File: config.mk
export PLATFORM = sky130hd
export DESIGN_NAME = rxa_expansion
export DESIGN_NICKNAME = d
export VERILOG_FILES = /design/src/include/rxa_pkg.sv /design/src/rxa_expansion.sv
export SDC_FILE = /design/constraint.sdc
export NUM_CORES = 1
export LEC_CHECK = 0
export CAP_MARGIN = 20
export CORE_UTILIZATION = 60
export DETAILED_ROUTE_END_ITERATION = 12
export DONT_BUFFER_PORTS = 1
export PLACE_DENSITY_LB_ADDON = 0.05
export SYNTH_ARGS = -nofsm -noshare
export SYNTH_HDL_FRONTEND = slang
export SYNTH_SLANG_ARGS = --single-unit
export TNS_END_PERCENT = 1
File: constraint.sdc
create_clock -name clk -period 2.4 [get_ports clk]
set_clock_uncertainty 0.05 [all_clocks]
set_input_delay 0.24 -clock clk [delete_from_list [all_inputs] [get_ports clk]]
set_output_delay 0.24 -clock clk [all_outputs]
set_load 0.05 [all_outputs]
File: src/include/rxa_pkg.sv
// constants, pin groups and state layout of the repeater expansion port
// assumes one common clock of 40 MHz shared by every repeater chip
package rxa_pkg;
  localparam int CLK_NS = 25;
  localparam int RST_HOLD_NS = 500;
  localparam int RST_HOLD_CYC = (RST_HOLD_NS + CLK_NS - 1) / CLK_NS;
  localparam int BUS_CYCLE_NS = 100;
  localparam int BUS_CYC = (BUS_CYCLE_NS / CLK_NS < 1) ? 1 :
                           BUS_CYCLE_NS / CLK_NS;
  // timing that the party driving reset and serial input must keep
  localparam int PWRUP_RST_NS = 150000;
  localparam int REARM_RST_NS = 4000;
  localparam int SI_HOLD_NS = 500;
  localparam int RST_CNT_W = 6;
  localparam int BIT_CNT_W = 3;
  localparam logic [RST_CNT_W-1:0] RST_LOAD = RST_CNT_W'(RST_HOLD_CYC);
  localparam logic [BIT_CNT_W-1:0] BIT_LAST = BIT_CNT_W'(BUS_CYC - 1);
  localparam logic [7:0] CTRL_ADDR = 8'h00;
  localparam logic [7:0] LINK_ADDR = 8'h04;
  localparam logic [7:0] POL_ADDR = 8'h08;
  localparam logic [7:0] STAT_ADDR = 8'h0c;
  localparam int CTRL_TP_ALT_BIT = 0;
  localparam int CTRL_AUI_ALT_BIT = 1;
  localparam int STAT_REQ_BIT = 0;
  localparam int STAT_GRANT_BIT = 1;
  localparam int STAT_COLL_BIT = 2;
  localparam int STAT_MULTI_BIT = 3;
  localparam int STAT_RJAM_BIT = 4;
  localparam int STAT_RDAT_BIT = 5;
  localparam int STAT_FSM_LSB = 8;
  localparam int STAT_FAIL_LSB = 16;
  localparam logic [7:0] LINK_EN_RST = 8'hff;
  localparam logic [7:0] LINK_FAIL_RST = 8'hff;
  localparam logic [7:0] POL_EN_RST = 8'h00;
  localparam logic [31:0] RD_ZERO = 32'h0000_0000;

  typedef enum logic [2:0] {
    ST_IDLE = 3'b000,
    ST_ARB = 3'b001,
    ST_TRANS = 3'b011,
    ST_DRIVE = 3'b010,
    ST_LEFT = 3'b110
  } rxa_fsm_type;

  typedef struct packed {
    logic dat_i;
    logic jam_i;
    logic ack_n;
    logic col_n;
  } rxa_exp_in_type;

  typedef struct packed {
    logic req_n;
    logic dat_o;
    logic dat_oe;
    logic jam_o;
    logic jam_oe;
  } rxa_exp_out_type;

  typedef struct packed {
    logic active;
    logic data;
    logic coll_one;
    logic coll_many;
    logic runt;
    logic [7:0] link_up;
    logic [7:0] link_lost;
  } rxa_core_in_type;

  typedef struct packed {
    logic coll;
    logic granted;
    logic remote_jam;
    logic remote_dat;
  } rxa_core_out_type;

  typedef struct packed {
    logic tp_alt;
    logic aui_alt;
    logic [7:0] link_en;
    logic [7:0] link_fail;
    logic [7:0] pol_en;
  } rxa_cfg_type;

  typedef struct packed {
    logic [RST_CNT_W-1:0] rst_cnt;
    logic [BIT_CNT_W-1:0] bit_cnt;
    rxa_fsm_type fsm;
    logic coll;
    logic multi_seen;
    logic runt_seen;
    rxa_cfg_type cfg;
    rxa_exp_out_type exp;
    rxa_core_out_type core;
    logic str_o;
    logic str_oe;
    logic so_o;
    logic [31:0] rd_data;
  } rxa_state_type;
endpackage : rxa_pkg

File: src/rxa_expansion.sv
// expansion port of one repeater chip: request, grant and collision
// handling on the shared data and status lines, reset stretching and the
// options that reset restores, plus a small register port
// assumes every chip and the external arbiter share clk and a reset
// released on the same edge; arbiter answers combinationally
`timescale 1ns/100ps

// Contract
// - reset holds internally after pin rises
// - reset drives outputs inactive, lines released
// - internal reset pulse has guaranteed minimum
// - reset restores standard options and link fail
// - all chips share clock, five-pin port
// - active chip sends NRZ data per bus cycle
// - status line high while jamming collision
// - data line tells one or many collisions
// - runt signals one-port-left one cycle first
// - request asserted while active chip needs lines
// - multi-active input treated as collision
// - transitional cycle: nobody drives, all jam
// - afterwards sole active chip drives, in collision
module rxa_expansion (
  input wire logic clk,
  input wire logic rst_n,
  input rxa_pkg::rxa_exp_in_type exp_in,
  output rxa_pkg::rxa_exp_out_type exp_out,
  input rxa_pkg::rxa_core_in_type core_in,
  output rxa_pkg::rxa_core_out_type core_out,
  output rxa_pkg::rxa_cfg_type cfg,
  output logic str_o,
  output logic str_oe,
  output logic so_o,
  input wire logic [7:0] addr,
  input wire logic [31:0] wr_data,
  input wire logic wr_en,
  input wire logic rd_en,
  output logic [31:0] rd_data
);
  import rxa_pkg::*;

  function automatic logic hit(input logic [7:0] a, input logic [7:0] off);
    hit = (a == off);
  endfunction : hit

  // the status bit map lives in one place so the read port and any later
  // user cannot drift apart
  function automatic logic [31:0] status_word(input rxa_state_type st);
    logic [31:0] w;
    w = RD_ZERO;
    w[STAT_REQ_BIT] = ~st.exp.req_n;
    w[STAT_GRANT_BIT] = st.core.granted;
    w[STAT_COLL_BIT] = st.coll;
    w[STAT_MULTI_BIT] = st.multi_seen;
    w[STAT_RJAM_BIT] = st.core.remote_jam;
    w[STAT_RDAT_BIT] = st.core.remote_dat;
    w[STAT_FSM_LSB +: 3] = st.fsm;
    w[STAT_FAIL_LSB +: 8] = st.cfg.link_fail;
    status_word = w;
  endfunction : status_word

  // what this chip puts on the shared lines for the coming bus cycle;
  // released lines carry zero so a stale level never lingers in the flops
  function automatic rxa_exp_out_type lines_next(input logic own,
                                                 input logic left,
                                                 input logic jam,
                                                 input rxa_core_in_type c);
    rxa_exp_out_type o;
    o = '0;
    o.dat_oe = own;
    o.jam_oe = own;
    if (own && left) begin
      o.jam_o = 1'b1;
      o.dat_o = 1'b1;
    end else if (own && jam) begin
      o.jam_o = 1'b1;
      // high for a single colliding port, low for several
      o.dat_o = c.coll_one && !c.coll_many;
    end else if (own) begin
      o.dat_o = c.data;
    end
    lines_next = o;
  endfunction : lines_next

  localparam rxa_state_type RESET_STATE = '{
    rst_cnt: '0,
    bit_cnt: '0,
    fsm: ST_IDLE,
    coll: 1'b0,
    multi_seen: 1'b0,
    runt_seen: 1'b0,
    cfg: '{
      tp_alt: 1'b0,
      aui_alt: 1'b0,
      link_en: LINK_EN_RST,
      link_fail: LINK_FAIL_RST,
      pol_en: POL_EN_RST
    },
    exp: '{
      req_n: 1'b1,
      dat_o: 1'b0,
      dat_oe: 1'b0,
      jam_o: 1'b0,
      jam_oe: 1'b0
    },
    core: '{
      coll: 1'b0,
      granted: 1'b0,
      remote_jam: 1'b0,
      remote_dat: 1'b0
    },
    str_o: 1'b0,
    str_oe: 1'b1,
    so_o: 1'b1,
    rd_data: RD_ZERO
  };

  rxa_state_type s_q;
  rxa_state_type s_d;

  logic tick;
  logic ack;
  logic multi;
  logic drive;
  logic jam_val;
  logic [31:0] stat_word;
  logic [7:0] fail_nx;

  // each port keeps its own sticky fail bit; on an enabled port a loss beside a recovery wins
  for (genvar p = 0; p < 8; p++) begin : g_link
    assign fail_nx[p] = (s_q.cfg.link_fail[p] & ~core_in.link_up[p]) |
                        (core_in.link_lost[p] & s_q.cfg.link_en[p]);
  end

  always_comb begin
    s_d = s_q;
    tick = (s_q.bit_cnt == BIT_LAST);
    // arbiter lines are active low on the pins, positive logic inside
    // the arbiter is combinational on every chip's request, so its answer
    // in a cycle already reflects the request that this chip shows
    ack = ~exp_in.ack_n;
    multi = ~exp_in.col_n;
    drive = 1'b0;
    jam_val = 1'b0;
    stat_word = status_word(s_q);

    if (!rst_n) begin
      // any low sample reloads the stretch, so a rippling edge cannot
      // cut the internal pulse short
      s_d = RESET_STATE;
      s_d.rst_cnt = RST_LOAD;
    end else if (s_q.rst_cnt != '0) begin
      s_d = RESET_STATE;
      s_d.rst_cnt = s_q.rst_cnt - RST_CNT_W'(1);
    end else begin
      // carrier strobe function lives outside this block; let it go
      s_d.str_oe = 1'b0;
      s_d.str_o = 1'b0;
      s_d.bit_cnt = tick ? '0 : s_q.bit_cnt + BIT_CNT_W'(1);

      s_d.cfg.link_fail = fail_nx;

      if (core_in.active && core_in.runt) begin
        s_d.runt_seen = 1'b1;
      end

      // the expansion bus only moves on bus cycle boundaries
      if (tick) begin
        unique case (s_q.fsm)
          ST_IDLE: begin
            // request only once the core has traffic, never speculatively
            if (core_in.active) begin
              s_d.fsm = ST_ARB;
            end
          end
          ST_ARB: begin
            if (!core_in.active) begin
              s_d.fsm = ST_IDLE;
            end else if (multi) begin
              s_d.coll = 1'b1;
              s_d.multi_seen = 1'b1;
            end else if (ack && s_q.multi_seen) begin
              s_d.fsm = ST_TRANS;
            end else if (ack) begin
              s_d.fsm = ST_DRIVE;
            end
          end
          ST_TRANS: begin
            // one bus cycle with lines released while still jamming
            if (!core_in.active) begin
              s_d.fsm = ST_IDLE;
            end else if (multi) begin
              s_d.fsm = ST_ARB;
            end else if (ack) begin
              s_d.fsm = ST_DRIVE;
            end else begin
              s_d.fsm = ST_ARB;
            end
          end
          ST_DRIVE: begin
            if (multi) begin
              s_d.fsm = ST_ARB;
              s_d.coll = 1'b1;
              s_d.multi_seen = 1'b1;
            end else if (!core_in.active) begin
              s_d.fsm = (s_q.runt_seen || core_in.runt) ?
                        ST_LEFT : ST_IDLE;
            end else if (!ack) begin
              // a lost grant is not a collision; wait for it again
              s_d.fsm = ST_ARB;
            end
          end
          ST_LEFT: begin
            // request drops only after the one-port-left cycle is out
            s_d.fsm = ST_IDLE;
          end
        endcase

        if (s_d.fsm == ST_IDLE) begin
          s_d.coll = 1'b0;
          s_d.multi_seen = 1'b0;
          s_d.runt_seen = 1'b0;
        end
        if (s_d.fsm == ST_DRIVE) begin
          s_d.multi_seen = 1'b0;
        end

        // only the sole granted chip owns the shared lines
        drive = ack && !multi &&
                ((s_d.fsm == ST_DRIVE) || (s_d.fsm == ST_LEFT));
        jam_val = s_d.coll || core_in.coll_one || core_in.coll_many;
        s_d.exp = lines_next(drive, s_d.fsm == ST_LEFT, jam_val, core_in);
        s_d.exp.req_n = (s_d.fsm == ST_IDLE);

        s_d.core.granted = drive;
        // the transitional cycle keeps the core jamming
        s_d.core.coll = s_d.coll || multi ||
                        (s_d.fsm == ST_TRANS);
        // while another chip is active its status tells ours
        s_d.core.remote_jam = !drive && exp_in.jam_i;
        s_d.core.remote_dat = !drive && exp_in.dat_i;
      end

      if (wr_en) begin
        if (hit(addr, CTRL_ADDR)) begin
          // alternate reconnection can only be chosen; reset undoes it
          s_d.cfg.tp_alt = s_q.cfg.tp_alt | wr_data[CTRL_TP_ALT_BIT];
          s_d.cfg.aui_alt = s_q.cfg.aui_alt | wr_data[CTRL_AUI_ALT_BIT];
        end
        if (hit(addr, LINK_ADDR)) begin
          s_d.cfg.link_en = wr_data[7:0];
        end
        if (hit(addr, POL_ADDR)) begin
          s_d.cfg.pol_en = wr_data[7:0];
        end
      end

      // read data stands for one cycle only, so a stale word is never seen
      s_d.rd_data = RD_ZERO;
      if (rd_en) begin
        if (hit(addr, CTRL_ADDR)) begin
          s_d.rd_data[CTRL_TP_ALT_BIT] = s_q.cfg.tp_alt;
          s_d.rd_data[CTRL_AUI_ALT_BIT] = s_q.cfg.aui_alt;
        end else if (hit(addr, LINK_ADDR)) begin
          s_d.rd_data[7:0] = s_q.cfg.link_en;
        end else if (hit(addr, POL_ADDR)) begin
          s_d.rd_data[7:0] = s_q.cfg.pol_en;
        end else if (hit(addr, STAT_ADDR)) begin
          s_d.rd_data = stat_word;
        end
      end
    end
  end

  always_ff @(posedge clk) begin
    s_q <= s_d;
  end

  assign exp_out = s_q.exp;
  assign core_out = s_q.core;
  assign cfg = s_q.cfg;
  assign str_o = s_q.str_o;
  assign str_oe = s_q.str_oe;
  assign so_o = s_q.so_o;
  assign rd_data = s_q.rd_data;
endmodule : rxa_expansion

# After elaboration in Yosys (flattened, before gate mapping)
# Cells that the tools add are included.
[op_classes] n_bitwise=40 mux=36 n_eq_ne=13 reduce_logical=31 addsub=2
[ops] cell="$mux W3" n=16
[ops] cell="$and A1 B1 Y1" n=16
[ops] cell="$eq A8 B4 Y1 const B" n=2
[ops] cell="$mux W8" n=2
[ops] cell="$eq A3 B2 Y1 const B" n=5
[ops] cell="$pmux W3 S5" n=1
[ops] cell="$not A1 Y1" n=14
[ops] cell="$mux W2" n=6
[ops] cell="$or A1 B1 Y1" n=10
[ops] cell="$logic_and A1 B1 Y1" n=9
[ops] cell="$mux W1" n=9
[ops] cell="$eq A8 B3 Y1 const B" n=1
[ops] cell="$logic_not A8 Y1" n=1
[ops] cell="$ne A7 B2 Y1 const B" n=1
[ops] cell="$ne A7 B7 Y1 const B" n=1
[ops] cell="$reduce_or A7 Y1" n=1
[ops] cell="$eq A3 B3 Y1 const B" n=2
[ops] cell="$logic_not A3 Y1" n=2
[ops] cell="$logic_or A1 B1 Y1" n=6
[ops] cell="$mux W6" n=1
[ops] cell="$reduce_and A2 Y1" n=3
[ops] cell="$reduce_bool A6 Y1" n=1
[ops] cell="$reduce_or A3 Y1" n=2
[ops] cell="$reduce_or A6 Y1" n=1
[ops] cell="other kinds (8)" n=9
[totals] input_bits=69 output_inout_bits=70 ff_bits=82 wordCells=146

# Depth between registers and ports, before layout
[logic_depth] ltp_word=19 mapped_depth=9 depth_no_buf=7

# Worst setup path after synthesis
# OpenSTA, ideal clock, no wires.
[synth_timing] path_type="reg2reg" startpoint="register s_q[79] (netlist name)" endpoint="register s_q (netlist bit rd_data[10])" t_required_ns=2.235 arrival_ns=1.507 slack_ns=0.729 n_path_buf=2 setup_ns=0.115 path_stages_with_launch=10 synth_period_minus_slack_ns=1.671 path_cell_list="dfxtp_1 > inv_1 > ha_1 > nor3b_1 > and3_1 > buf_2 > nand3_2 > nor2_1 > buf_2 > and2_1"
[synth_via] elab_chain_cells=2
[synth_lines] element="start: declaration" line_no="rxa_expansion.sv:117" source="rxa_state_type s_q;"
[synth_lines] element="start signal: assignment" line_no="rxa_expansion.sv:275" source="s_q <= s_d;"
[synth_lines] element="$reduce_bool A6 Y1" line_no="rxa_expansion.sv:151" source="end else if (s_q.rst_cnt != '0) begin"
[synth_lines] element="$reduce_or A7 Y1 (no source line)"
# No other way between the ends.
# A chain may end at the register's enable or synchronous reset.

# Worst setup path after layout
[layout_timing] startpoint="register s_q[79] (netlist name)" endpoint="register s_q (netlist bit rd_data[19])"
# The elaborated chain is that of the path after synthesis.

==> impl_metrics.ini <==
[worst_setup_path]
cp.required_ns = 2.64
slowest_delay_ns = 0.40
startpoint_type = flip-flop
cp_cell_sequence = inv_1 -> ha_1 -> nor3b_1 -> and3_1 -> nand3_2 -> nor2_1 -> buf_4 -> and2_1
cp-end-kind = flip-flop
cp_max_fo = 11
worstSetupPathType = flip-flop to flip-flop
cpMaxStageDelayCell = and3_1
cp.arrival_ns = 2.18

[timing]
setup_violations = 0
max_freq_mhz = 515
setup-tns-final_ns = 0
hold_viol = 0
rsz0062_at_grt = false
finalCritPeriodShare = 0.810
worstMarginPinSlew_ns = 0.661
maxSlewHeadroom = 0.558
period_needed_ns = 1.94
drv_slew = 0

[finish]
multi_input_area_um2 = 1370
drive_gt1_frac = 0.122
antenna-diode-count = 0
area_growth_pct = 0.714
ff_latch_area_um2 = 1360
nets = 404
final_area_um2 = 3350
nFillCells = 453

[synthesis]
synth_largest_area_cell = dfxtp_1
yosys_warnings = 0
postSynthAreaPerCell_um2 = 9.13
netlist_instances = 365
yosys-mux-area-fraction = 0.0714
yosys_most_used_dff = dfxtp_1
synth-simple-area-share = 0.176
synth.most_common_cell = buf_4
yosys-top-cells-area = dfxtp_1 (41%), buf_4 (16%), mux2i_1 (5.1%)
async_flop_share = 0
ys_ff_latch = 68
synth_fa_ha_area_frac = 0.0113
synth.distinct_cells = 58
yosys.area.top_type_share = 0.409
synthTopCellsByCount = buf_4 (71), dfxtp_1 (68), nor2_1 (36)
synth_edf_count = 0
netlist_area_um2 = 3330
synth_top_family_by_area = buffers and inverters
synth_xor_area_frac = 0.00789
synth_compound_area_frac = 0.127
ys_seq_area_frac = 0.409

[global_route]
grt_use_total = 0.235
grt_overflow_total = 0
antenna_found_initial = 0
grt_max_degree = 20
grt_pass1_wl_mm = 10.5
grt_pass1_vias = 2089

[clocking]
cts_hold_buf = 18
path_clk_slew_ns = 0.07
htree_levels = 3
post_cts_buffers = 0
clockRootBuffer = clkbuf_8
cts-resized-gates = 0
clk_latency_ns = 0.35
cts_buffer_depth = 2
clock-sinks = 68
cts_tree = yes
numCtsBuffers = 9

[drt]
wire_per_inst_um = 15.8
wirelength_mm = 6.44
drc = 0
avgViaCountPerCell = 5.49
final_antenna_net_count = 0
vias = 2234
dr.pass1.iters = 4
drt_iter0_drc = 92

[die]
start_util = 0.636
die_h_um = 76.5
core_um2 = 5240
ios = 139
dieArea_um2 = 5850
rows = 26
die_w_um = 76.5

[worst_hold_path]
hp-class = input port to flip-flop

[placed_design]
port_buffers = 0
dpl-instance-area_um2 = 2950
post-dp-hpwl_mm = 4.58
place.gp.congestion = 0.761

[run]
cap_violations = 0

[power]
p_leak_nw = 1.37
peakVddDrop_mv = 0.496
p_per_area_nw_per_um2 = 708

[outcome]
status = complete, no violations
## where the power goes
part	internal, W	switching, W	total (W)
combinational	0.0000630	0.000101	0.000164
clock	0.000610	0.000435	0.00105
sequential	0.00114	0.0000194	0.00116
## area by class of cell
type                            count  area share
Clock buffer                       10      0.0410
Clock inverter                      6      0.0261
Inverter                           15      0.0168
Multi-Input combinational cell    210       0.408
Sequential cell                    68       0.406
Tap cell                           70      0.0261
Timing Repair Buffer               28      0.0761
## layer usage
metal | up-vias | track usage | share of wire
met4 | 0 | 0.0769 | 0.013
met2 | 94 | 0.348 | 0.45
met5 | - | 0 | 0
met3 | 8 | 0.105 | 0.083
li1 | 1104 | - | -
met1 | 1028 | 0.303 | 0.45
## final timing paths
kind | from | endpoint | slack (ns) | cells past startpoint
worst min register to register | s_q[76] | s_q[76] | 0.39 | 1
worst min-delay path | rd_en | rd_data[1] | 0.03 | 2
worst max register to register | s_q[79] | rd_data[19] | 0.46 | 8
worst max-delay path | s_q[79] | rd_data[19] | 0.46 | 8
## worst max-delay path, delay by kind of cell (launching register included)
family | cells | cell delay (ns)
and+or+nand+nor | 5 | 1.06
DFF | 1 | 0.34
buffers and inverters | 2 | 0.24
adders and majority gates | 1 | 0.18
## stage by stage
stage	cells	setup slack, ns	total power, W	hold slack (ns)	utilization
floorplan	378	0.729	0.00134	0.262	-
global placement	373	0.457	0.00132	0.267	0.563
detailed placement	373	0.460	0.00133	0.269	0.563
CTS	407	0.432	0.00240	0.0124	0.640
global route	407	0.274	0.00247	0.00600	0.640
finish	407	0.456	0.00237	0.0251	0.640
## cell families after synthesis
family / count (synthesis)
mux: 22
other cells: 2
compound gates: 52
xor+xnor: 3
simple gates: 115
fa+ha+maj: 3
flops: 68
buf+inv: 100
## sequential cells by signal, summed over array words and instances (netlist names)
name	count
cfg	26
rd_data	19
s_q	15
core_out	4
exp_out	3
str_oe	1
## cell usage in the layout (no fill, tap or decap), types with 10 or more instances in the layout
cell type       n
dlygate4sd3_1  18
clkbuf_8       10
dfxtp_1        67
buf_4          10
inv_1          14
and2_1         12
mux2i_1        17
a21oi_1        10
conb_1         15
nand2_1        26
nor2_1         36
No activity file was read; power rests on OpenSTA's default activity.
